## config.mk

```make
export PLATFORM = sky130hd
export DESIGN_NAME = pdc_devctl
export DESIGN_NICKNAME = d
export VERILOG_FILES = /design/src/pdc_pkg.sv /design/src/pdc_lim_if.sv /design/src/pdc_rd_limit.sv /design/src/pdc_devctl.sv
export SDC_FILE = /design/constraint.sdc
export NUM_CORES = 1
export LEC_CHECK = 0
export ABC_AREA = 1
export BUFFER_PORTS_ARGS = -buffer_cell sky130_fd_sc_hd__clkbuf_2
export CAP_MARGIN = 20
export CELL_PAD_IN_SITES_DETAIL_PLACEMENT = 0
export CELL_PAD_IN_SITES_GLOBAL_PLACEMENT = 1
export CORE_MARGIN = 2
export CORE_UTILIZATION = 40
export CTS_BUF_LIST = sky130_fd_sc_hd__clkbuf_16
export DETAILED_ROUTE_END_ITERATION = 10
export PLACE_DENSITY_LB_ADDON = 0.1
export SLEW_MARGIN = 20
export SYNTH_ARGS = -nofsm -noshare
export SYNTH_HDL_FRONTEND = slang
export SYNTH_HIERARCHICAL = 1
export SYNTH_SLANG_ARGS = --single-unit
export TNS_END_PERCENT = 20
```

## constraint.sdc

```tcl
create_clock -name clk -period 3.45 [get_ports clk]
set_input_delay 0 -clock clk [delete_from_list [all_inputs] [get_ports clk]]
set_output_delay 0 -clock clk [all_outputs]
set_load 0.01 [all_outputs]
```

## src/pdc_pkg.sv

```systemverilog
// Purpose: Constants, state types and decode helpers of the port device control block
// Assumes: 16-bit register at config offset 0x74; lower bits 9:0 live elsewhere
// Notes:   Widths are fixed; sizes are in bytes
package pdc_pkg;

    ////////////////////////////////////////////////////////////////////////////////
    // Register map
    localparam logic [11:0] PDC_DEVCTL_OFF  = 12'h074;
    localparam int          PDC_RSV_POS     = 15;
    localparam int          PDC_MAX_READ_REQ_SIZE_LSB    = 12;
    localparam int          PDC_MAX_READ_REQ_SIZE_MSB    = 14;
    localparam int          PDC_NS_POS      = 11;
    localparam int          PDC_AUX_POS     = 10;
    localparam logic [2:0]  PDC_MAX_READ_REQ_SIZE_RST    = 3'h5;
    localparam logic        PDC_NS_RST      = 1'b1;
    localparam logic        PDC_AUX_RST     = 1'b0;

    ////////////////////////////////////////////////////////////////////////////////
    // Read sizing
    localparam logic [12:0] PDC_MAX_READ_REQ_SIZE_BASE   = 13'h0080;
    localparam logic [12:0] PDC_HUB_MAX_RD  = 13'h0040;
    localparam logic [2:0]  PDC_MAX_READ_REQ_SIZE_TOP    = 3'h5;

    typedef logic [12:0] pdc_len_t;

    // Reserved encodings fall back to the smallest size, the safe side
    function automatic pdc_len_t pdc_max_read_req_size_bytes(input logic [2:0] code);
        if (code > PDC_MAX_READ_REQ_SIZE_TOP) begin
            return PDC_MAX_READ_REQ_SIZE_BASE;
        end
        return pdc_len_t'(PDC_MAX_READ_REQ_SIZE_BASE << code);
    endfunction : pdc_max_read_req_size_bytes

    ////////////////////////////////////////////////////////////////////////////////
    // State of the top module
    typedef struct packed {
        logic [15:0] cfg_rdata;
        logic        cfg_ack;
        logic [2:0]  max_read_req_size;
        logic        ns_permit;
        logic        aux_en;
        logic [2:0]  aux_grant;
        logic        busy;
        logic        ns_req;
        logic [31:0] cur_addr;
        pdc_len_t    remain;
        logic        in_ready;
        logic        out_valid;
        logic [31:0] out_addr;
        pdc_len_t    out_len;
        logic        out_ns;
        logic        rx_valid;
        logic        rx_ns;
    } pdc_state_t;

endpackage : pdc_pkg

```

## src/pdc_lim_if.sv

```systemverilog
// Purpose: Carries the size field to the limiter and the resulting chunk limit back
// Assumes: Purely combinational path
// Notes:   None
`timescale 1ns/1ps
interface pdc_lim_if;
    logic [2:0]  max_read_req_size;
    logic [12:0] limit;
    modport ctl (output max_read_req_size, input limit);
    modport lim (input max_read_req_size, output limit);
endinterface : pdc_lim_if

```

## src/pdc_rd_limit.sv

```systemverilog
// Purpose: Turns the read request size field into the largest read the port may issue
// Assumes: Field value is the registered one
// Notes:   Hub ceiling always wins over the field
`timescale 1ns/1ps
module pdc_rd_limit (
    pdc_lim_if.lim lim
);
    import pdc_pkg::*;

    logic [12:0] fld_bytes;

    ////////////////////////////////////////////////////////////////////////////////
    // power-of-two decode
    assign fld_bytes = pdc_max_read_req_size_bytes(lim.max_read_req_size);

    assign lim.limit = (fld_bytes < PDC_HUB_MAX_RD) ? fld_bytes : PDC_HUB_MAX_RD;

endmodule : pdc_rd_limit

```

## src/pdc_devctl.sv

```systemverilog
// Purpose: Upper device control bits of a root port and the outbound read splitter they steer
// Assumes: rst_b is power-on reset; hot_rst is the ordinary synchronous reset
// Notes:   Sticky aux enable survives hot_rst; received attributes pass unchanged
//
// Overview of operation
// - Read-write three-bit read size field in bits 14:12, reset value 101.
// - Field encodes 128 bytes doubling to 4096 at 101; 110 and 111 reserved.
// - No issued read request is longer than the size the field selects.
// - Outbound reads never exceed 64 bytes whatever the field allows.
// - Bit 11 permits marking no-snoop on originated requests; resets to 1.
// - No-snoop attribute of received packets is never set or changed.
// - Bit 10 is sticky aux power enable, reset 0, permits aux draw.
// - Aux power follows aux current field, independent of wake event enable.
`timescale 1ns/1ps
module pdc_devctl (
    // Clock and resets
    input  wire logic        clk,
    input  wire logic        rst_b,
    input  wire logic        hot_rst,
    // Configuration access
    input  wire logic        cfg_req,
    input  wire logic        cfg_we,
    input  wire logic [11:0] cfg_addr,
    input  wire logic [1:0]  cfg_be,
    input  wire logic [15:0] cfg_wdata,
    output logic      [15:0] cfg_rdata,
    output logic             cfg_ack,
    // Read requests from the hub core
    input  wire logic        rd_in_valid,
    input  wire logic [31:0] rd_in_addr,
    input  wire pdc_pkg::pdc_len_t rd_in_len,
    input  wire logic        rd_in_ns_req,
    output logic             rd_in_ready,
    // Read requests toward the link
    output logic             rd_out_valid,
    output logic      [31:0] rd_out_addr,
    output pdc_pkg::pdc_len_t rd_out_len,
    output logic             rd_out_ns,
    input  wire logic        rd_out_ready,
    // Received packet attribute path
    input  wire logic        rx_tlp_valid,
    input  wire logic        rx_ns_in,
    output logic             rx_fwd_valid,
    output logic             rx_fwd_ns,
    // Power management
    input  wire logic [2:0]  aux_current,
    output logic      [2:0]  aux_grant
);
    import pdc_pkg::*;

    pdc_state_t s_r;
    pdc_state_t s_nxt;
    pdc_len_t   chunk;
    logic       hit;
    logic       accept;
    logic       issue;

    pdc_lim_if lif ();

    assign lif.max_read_req_size = s_r.max_read_req_size;

    pdc_rd_limit u_lim (
        .lim (lif.lim)
    );

    ////////////////////////////////////////////////////////////////////////////////
    // Next state
    assign hit    = cfg_req && (cfg_addr == PDC_DEVCTL_OFF);
    assign accept = s_r.in_ready && rd_in_valid;
    assign issue  = s_r.busy && (!s_r.out_valid || rd_out_ready);
    // Limit is re-read per chunk, so a size change applies at the next chunk
    assign chunk  = (s_r.remain > lif.limit) ? lif.limit : s_r.remain;

    always_comb begin
        s_nxt         = s_r;
        s_nxt.cfg_ack = cfg_req;
        if (cfg_req) begin
            s_nxt.cfg_rdata = 16'h0000;
            if (hit) begin
                s_nxt.cfg_rdata[PDC_RSV_POS]               = 1'b0;
                s_nxt.cfg_rdata[PDC_MAX_READ_REQ_SIZE_MSB:PDC_MAX_READ_REQ_SIZE_LSB] = s_r.max_read_req_size;
                s_nxt.cfg_rdata[PDC_NS_POS]                = s_r.ns_permit;
                s_nxt.cfg_rdata[PDC_AUX_POS]               = s_r.aux_en;
            end
        end
        if (hit && cfg_we && cfg_be[1]) begin
            s_nxt.max_read_req_size      = cfg_wdata[PDC_MAX_READ_REQ_SIZE_MSB:PDC_MAX_READ_REQ_SIZE_LSB];
            s_nxt.ns_permit = cfg_wdata[PDC_NS_POS];
            s_nxt.aux_en    = cfg_wdata[PDC_AUX_POS];
        end

        s_nxt.aux_grant = s_r.aux_en ? aux_current : 3'h0;

        s_nxt.rx_valid = rx_tlp_valid;
        s_nxt.rx_ns    = rx_tlp_valid ? rx_ns_in : s_r.rx_ns;

        // Slot frees as the link takes it; a new chunk may refill it at once
        if (s_r.out_valid && rd_out_ready) begin
            s_nxt.out_valid = 1'b0;
        end
        if (issue) begin
            s_nxt.out_valid = 1'b1;
            s_nxt.out_addr  = s_r.cur_addr;
            s_nxt.out_len   = chunk;
            s_nxt.out_ns    = s_r.ns_req && s_r.ns_permit;
            s_nxt.cur_addr  = s_r.cur_addr + 32'(chunk);
            s_nxt.remain    = s_r.remain - chunk;
            if (s_r.remain == chunk) begin
                s_nxt.busy     = 1'b0;
                s_nxt.in_ready = 1'b1;
            end
        end
        // Zero-length requests are dropped, never split
        if (accept && (rd_in_len != 13'h0000)) begin
            s_nxt.busy     = 1'b1;
            s_nxt.in_ready = 1'b0;
            s_nxt.cur_addr = rd_in_addr;
            s_nxt.remain   = rd_in_len;
            s_nxt.ns_req   = rd_in_ns_req;
        end

        // Hot reset last, so it beats any write in the same cycle
        if (hot_rst) begin
            s_nxt           = '0;
            s_nxt.max_read_req_size      = PDC_MAX_READ_REQ_SIZE_RST;
            s_nxt.ns_permit = PDC_NS_RST;
            s_nxt.aux_en    = s_r.aux_en;
            s_nxt.in_ready  = 1'b1;
        end
    end

    always_ff @(posedge clk or negedge rst_b) begin
        if (!rst_b) begin
            // Power-on reset is the only one that clears the sticky aux enable
            s_r           <= '0;
            s_r.max_read_req_size      <= PDC_MAX_READ_REQ_SIZE_RST;
            s_r.ns_permit <= PDC_NS_RST;
            s_r.aux_en    <= PDC_AUX_RST;
            s_r.in_ready  <= 1'b1;
        end else begin
            s_r <= s_nxt;
        end
    end

    ////////////////////////////////////////////////////////////////////////////////
    // Outputs
    assign cfg_rdata    = s_r.cfg_rdata;
    assign cfg_ack      = s_r.cfg_ack;
    assign rd_in_ready  = s_r.in_ready;
    assign rd_out_valid = s_r.out_valid;
    assign rd_out_addr  = s_r.out_addr;
    assign rd_out_len   = s_r.out_len;
    assign rd_out_ns    = s_r.out_ns;
    assign rx_fwd_valid = s_r.rx_valid;
    assign rx_fwd_ns    = s_r.rx_ns;
    assign aux_grant    = s_r.aux_grant;
endmodule : pdc_devctl

```

## Yosys cells after proc, flatten, opt, wreduce, memory -nomap -nowiden

Cells that the tools add are included.

| storage, ports and cells | value |
|---|---|
| flip-flop bits (word level) | 122 |
| input port bits | 88 |
| output and inout port bits | 70 |
| word-level logic and storage cells | 64 |

| cells by class | value |
|---|---|
| $add $sub $neg | 2 |
| order comparisons | 3 |
| eq/ne operators | 2 |
| shifts and indexed selects | 1 |
| mux-type cells | 17 |
| bitwise operators | 1 |
| reductions and logical operators | 21 |

Operators by type and width:

| kind | count |
|---|---|
| 122-bit two-way mux | 1 |
| 93-bit two-way mux | 1 |
| 13-bit two-way mux | 4 |
| 48-bit two-way mux | 1 |
| 32-bit by 13-bit adder with 32-bit output | 1 |
| 16-bit two-way mux | 1 |
| 13-bit == test | 1 |
| 13-bit greater-than comparator | 1 |
| 13-bit by 7-bit less-than comparator with 1-bit output (second input constant) | 1 |
| 13-bit nonzero test | 1 |
| 8-bit by 3-bit << shifter with 13-bit output (first input constant) | 1 |
| 13-bit subtractor | 1 |
| 12-bit by 7-bit == test with 1-bit output (second input constant) | 1 |
| 5-bit two-way mux | 2 |
| 2-bit nonzero test | 5 |
| 3-bit nonzero test | 3 |
| 1-bit logical AND | 8 |
| 1-bit two-way mux | 6 |
| 2-bit AND reduction | 2 |
| 3-bit greater-than comparator (second input constant) | 1 |
| 3-bit two-way mux | 1 |
| 1-bit zero test | 1 |
| 1-bit logical OR | 1 |
| 1-bit NOT | 1 |

## Longest topological paths before layout

| logic depth | value |
|---|---|
| depth in word-level cells | 12 |
| depth in mapped cells | 28 |

## By module

Netlist, hierarchy kept.

Modules (own cells, without submodules):

| module | times used | cells an instance | area an instance (um^2) | seq. area each (um^2) |
|---|---|---|---|---|
| pdc_devctl | 1 | 1,080 | 7,721.2 | 2,782.7 |
| pdc_rd_limit | 1 | 15 | 105.1 | 0.0 |

## Least setup slack after synthesis

No wires, ideal clock.

| timing | value |
|---|---|
| path kind | reg-to-reg |
| start | reg s_r[62] in the netlist's numbering |
| end | reg s_r[89] in the netlist's numbering |
| setup time | 116 ps |
| arrival | 3,030 ps |
| data required time | 3,334 ps |
| setup slack | 303 ps |
| stages on the path, launching flop included | 27 |
| buffers on the path | 1 |
| period minus slack after synthesis | 3,147 ps |
| cells stage by stage | dfrtp_1 ha_1 nand2_1 nor2_2 inv_1 nor2_2 nand2_1 nand2_4 nand2_4 buf_6 nand2_1 o21a_1 inv_1 ha_1 fa_1 nand3_1 nand2_1 nand3_1 nand2_1 nand2_1 nand2_2 nand3_1 nand2_1 nand3_1 nand2_1 nand2_1 nand2_1 |

| on the way | value |
|---|---|
| cells in the longest elaborated chain, start to end | 6 |

RTL lines:

| element | line | text |
|---|---|---|
| start: declaration | pdc_devctl.sv:51 | `pdc_state_t s_r;` |
| start signal: assignment | pdc_devctl.sv:141 | `s_r <= s_nxt;` |
| 13-bit greater-than comparator | pdc_devctl.sv:72 | `assign chunk = (s_r.remain > lif.limit) ? lif.limit : s_r.remain;` |
| 13-bit two-way mux * | pdc_devctl.sv:72 |  |
| 32-bit by 13-bit adder with 32-bit output * | pdc_devctl.sv:106 | `s_nxt.cur_addr = s_r.cur_addr + 32'(chunk);` |
| 93-bit two-way mux * | pdc_devctl.sv:101 | `if (issue) begin` |
| 48-bit two-way mux * | pdc_devctl.sv:114 | `if (accept && (rd_in_len != 13'h0000)) begin` |
| 122-bit two-way mux * | pdc_devctl.sv:123 | `if (hot_rst) begin` |

Mark *: on every way between the ends. The rest lies on a longest branch, timed or not. The select of a mux whose other input is x is not followed.
A chain may end at the register's enable or synchronous reset.

## Worst setup path after layout

| timing | value |
|---|---|
| start | reg s_r[58] in the netlist's numbering |
| end | reg s_r[70] in the netlist's numbering |

| on the way | value |
|---|---|
| cells in the longest elaborated chain, start to end | 6 |

RTL lines:

| element | line |
|---|---|
| 13-bit greater-than comparator | pdc_devctl.sv:72 |
| 13-bit two-way mux | pdc_devctl.sv:72 |
| 32-bit by 13-bit adder with 32-bit output | pdc_devctl.sv:106 |
| 93-bit two-way mux | pdc_devctl.sv:101 |
| 48-bit two-way mux | pdc_devctl.sv:114 |
| 122-bit two-way mux | pdc_devctl.sv:123 |

No other way between the ends. The select of a mux whose other input is x is not followed.

==> metrics.log <==
[metrics] final critical delay including setup and external delays: 3280 ps
[metrics] type of the setup path with the least slack: reg2reg
[metrics] nature of the critical path endpoint: flop
[metrics] routability-driven placement congestion ratio: 0.894
[metrics] critical path launch point type: flop
[metrics] async set or reset register ratio after synthesis: 100%
[metrics] final worst-path setup slack: 171 ps
[metrics] Starting Density: 40.5%
[metrics] area added between synthesis and finish: 29.1%
[metrics] fillers: 1,979
[metrics] internal power: 3.02 mW
[metrics] TritonCTS clock tree: done
[metrics] number of antenna violations at the first check in global routing: 0
[metrics] HPWL reported at the end of detailed placement: 16.6 mm
[metrics] sequential fraction of the synthesis area: 35.6%
[metrics] # Max-Cap Violations: 0
[metrics] critical path data required time: 3680 ps
[metrics] CTS Root Buffer Type: sky130_fd_sc_hd__clkbuf_16
[metrics] RSZ-0062 raised after global routing: yes
[metrics] maximum net fanout on the critical path: 7
[metrics] IR Drop Worst-Case VDD: 0.269 mV
[metrics] worst-case clock buffer depth: 2
[metrics] stage delay of the slowest cell on the critical path: 420 ps
[metrics] net switching power: 2.04 mW
[metrics] Lkg Pwr: 5.11 nW
[metrics] top-level port count: 158
[metrics] fraction of synthesized area in multiplexers: 0%
[metrics] WP data arrival: 3510 ps
[metrics] Worst-path clk slew: 80 ps
[metrics] area share of the largest cell type after synthesis: 34.2%
[metrics] floorplan die width: 144 µm
[metrics] # H-tree levels: 3
[metrics] simple logic cell fraction of the synthesized area: 28.2%
[metrics] post-route clock skew: 9.90 ps
[metrics] via-per-instance ratio: 4.80
[metrics] count of flip-flops with a built-in enable after synthesis: 0
[metrics] main combinational cell family by area after synthesis: simple AND/OR/NAND/NOR gates
[metrics] Syn Inst Count: 1,095
[metrics] Worst-Skew Late Latency: 370 ps
[metrics] Hold WS: 2.00 ps
[metrics] cell class contributing the biggest share of worst-path delay: simple AND/OR/NAND/NOR gates
[metrics] relative contribution of combinational cells to total power: 48.0%
[metrics] series of cell instances along the critical path: ha_4 > nand2_1 > inv_2 > nand3_2 > nor2_4 > nand2_2 > nand2_4 > nand2_4 > buf_4 > nand2_1 > o21a_1 > inv_2 > ha_4 > a21oi_2 > nor2_1 > nor2_1 > nand2_2 > buf_4 > buf_4 > xnor2_1 > o21ai_0 > nand2_1 > o21ai_0
[metrics] global routing usage summed across all routing layers: 22.9%
[metrics] total count of hold-check failures in the final report: 0
[metrics] area of the placeable core: 0.0193 mm²
[metrics] Relative slew margins: 29.1%
[metrics] Synth Area in Compound Gates: 11.9%
[metrics] Setup Viol. Count Final: 0
[metrics] total global routing overflow: 0
[metrics] input/output buffers: 134
[metrics] Syn Area/Cell: 7.15 µm²
[metrics] period utilisation layout: 95.0%
[metrics] worst slack at placement: -12.2 ps
[metrics] fraction of final layout cells with drive strength greater than 1: 26.6%
[metrics] number of buffer and inverter instances along the worst setup path: 5
[metrics] transition time at the pin with the least slew margin: 1060 ps
[metrics] predominant post-synthesis flop cell: sky130_fd_sc_hd__dfrtp_1
[metrics] share of the synthesized netlist area taken by xor and xnor gates: 1.57%
[metrics] average wire per standard cell: 15.2 µm
[metrics] cell types with the largest area share after synthesis: sky130_fd_sc_hd__dfrtp_1 34%, sky130_fd_sc_hd__nand2_1 17%, sky130_fd_sc_hd__buf_4 7.8%
[metrics] share of total power in the clock network: 21.9%
[metrics] Ant. Diodes: 0
[metrics] total number of vias: 7,458
[metrics] Flop pwr share: 30.1%
[metrics] reg2reg setup slack: 170 ps
[metrics] setup TNS: 0 ps
[metrics] aggregate routed wire length: 23.6 mm
[metrics] Clock Sinks: 111
[metrics] synthesized cell area: 0.00783 mm²
[metrics] wire length of the first global-routing pass: 36.9 mm
[metrics] Max Fclk: 305 MHz
[metrics] Post-Synth Adder-Cell Area: 7.07%
[metrics] power density cells: 501 mW/mm²
[metrics] # DRC: 0
[metrics] net count reported at finish: 1,414
[metrics] worst-path cell with the longest stage delay: sky130_fd_sc_hd__dfrtp_1
[metrics] unique cell type count in the Yosys netlist: 41
[metrics] synthesis-stage register bit count: 111
[metrics] outcome: completed
[metrics] synth cell count leaders: 362 x sky130_fd_sc_hd__nand2_1, 110 x sky130_fd_sc_hd__inv_1, 107 x sky130_fd_sc_hd__dfrtp_1, 83 x sky130_fd_sc_hd__o21ai_0, 81 x sky130_fd_sc_hd__buf_4
[metrics] number of global-route vias before repair: 7,066
[metrics] floorplan die area: 0.0207 mm²
[metrics] most frequently used cell type in the post-synthesis netlist: sky130_fd_sc_hd__nand2_1
[metrics] overall power of the completed layout: 5.06 mW
[metrics] class of the tightest hold or removal check: in2reg
[metrics] largest area contributor in the synthesized netlist: sky130_fd_sc_hd__dfrtp_1
[metrics] number of warnings issued by yosys: 6
[metrics] number of max-slew violations in the final report: 0
[metrics] number of CTS-inserted buffers: 9
[metrics] switching power share of the total: 40.3%
[metrics] Chip Height: 144 µm
[metrics] pin count of the biggest net entering global routing: 58
[metrics] Row Count: 51
[metrics] Antenna Nets Post-Route: 0
[metrics] first-pass iteration count of the detailed router: 4
[metrics] count of routing violations after the opening detailed-route iteration: 441
[sequential cells by signal, summed over array words and instances, names as in the netlist]
register	count
rd_out_addr	32
rd_out_len	13
rd_out_valid	1
aux_grant	3
cfg_ack	1
rd_in_ready	1
rd_out_ns	1
s_r	49
lif.max_read_req_size	3
rx_fwd_ns	1
rx_fwd_valid	1
cfg_rdata	5
[cells in the final DEF, fill, tap and decap left out, types with 15 or more instances in the layout]
| cell | instances |
|---|---|
| sky130_fd_sc_hd__a21oi_2 | 17 |
| sky130_fd_sc_hd__nand2_2 | 23 |
| sky130_fd_sc_hd__dfrtp_1 | 106 |
| sky130_fd_sc_hd__inv_1 | 102 |
| sky130_fd_sc_hd__ha_4 | 15 |
| sky130_fd_sc_hd__o21ai_1 | 36 |
| sky130_fd_sc_hd__dlygate4sd3_1 | 59 |
| sky130_fd_sc_hd__nand2_1 | 336 |
| sky130_fd_sc_hd__conb_1 | 24 |
| sky130_fd_sc_hd__a21oi_1 | 20 |
| sky130_fd_sc_hd__nor2_1 | 48 |
| sky130_fd_sc_hd__clkbuf_2 | 133 |
| sky130_fd_sc_hd__o21ai_0 | 70 |
| sky130_fd_sc_hd__ha_1 | 21 |
| sky130_fd_sc_hd__buf_4 | 68 |
| sky130_fd_sc_hd__nand3_1 | 56 |
[layout make-up]
class / count / area [µm²] / share of cell area (%)
inverter: 113 / 425 / 4.21
sequential: 111 / 2780 / 27.6
tap: 265 / 332 / 3.28
timing repair buffer: 263 / 1810 / 17.9
clock buffer: 9 / 225 / 2.23
clock inverter: 7 / 70.1 / 0.694
multi-input combinational: 785 / 4460 / 44.1
[what timing repair did]
action,in CTS,in global routing
endpoints found under the hold margin,109,0
hold buffers,59,0
setup endpoints to repair,7,38
setup buffers,0,13
gates resized for setup,4,130
pin swaps,0,45
cloned,0,2
[worst min-delay path, stage by stage]
cell	delay, ps
sky130_fd_sc_hd__clkbuf_2	80
sky130_fd_sc_hd__nand2_1	80
sky130_fd_sc_hd__o21ai_1	80
sky130_fd_sc_hd__nand2_1	50
sky130_fd_sc_hd__nand2_1	50
[worst paths after layout]
kind                            depth (start not counted)                        to      startpoint
worst max-delay path                                   23                   s_r[70]         s_r[58]
worst min-delay path                                    5                   s_r[83]  rd_in_addr[20]
worst max register to register                         23                   s_r[70]         s_r[58]
worst min register to register                          2               rd_in_ready     rd_in_ready
max in group asynchronous                               3  lif.max_read_req_size[2]           rst_b
min in group asynchronous                               2                   s_r[57]           rst_b
[power groups by stage]
| stage | Clock, mW | Sequential [mW] | Combinational [mW] |
|---|---|---|---|
| final | 1.11 | 1.52 | 2.43 |
| after CTS | 1.13 | 1.51 | 2.07 |
| after global routing | 1.17 | 1.54 | 2.73 |
| after detailed placement | 0 | 1.54 | 2.00 |
| after global placement | 0 | 1.53 | 2.01 |
| after floorplan | 0 | 1.52 | 1.37 |
[kinds of logic (layout without fill, tap and decap cells)]
logic type | after synthesis | count (layout)
xor+xnor | 14 | 14
fa+ha+maj | 43 | 43
buf+inv | 222 | 392
compound gates | 172 | 172
simple gates | 530 | 532
other cells | 3 | 24
flops | 111 | 111
[routing by layer]
| metal | global-route usage, % | wire length [µm] |
|---|---|---|
| met5 | 0 | 0 |
| met4 | 5.01 | 278 |
| met3 | 3.27 | 1250 |
| met2 | 36.0 | 10500 |
| met1 | 33.5 | 11600 |
[stage by stage]
stage                     std cells  utilization [%]  instance area (µm²)
after floorplan                1116                -                 7910
after global placement         1463             44.3                 8560
after detailed placement       1463             44.3                 8560
after CTS                      1538             48.9                 9460
after global routing           1553             52.2                10100
final                          1553             52.2                10100
No activity file was read; power rests on OpenSTA's default activity.
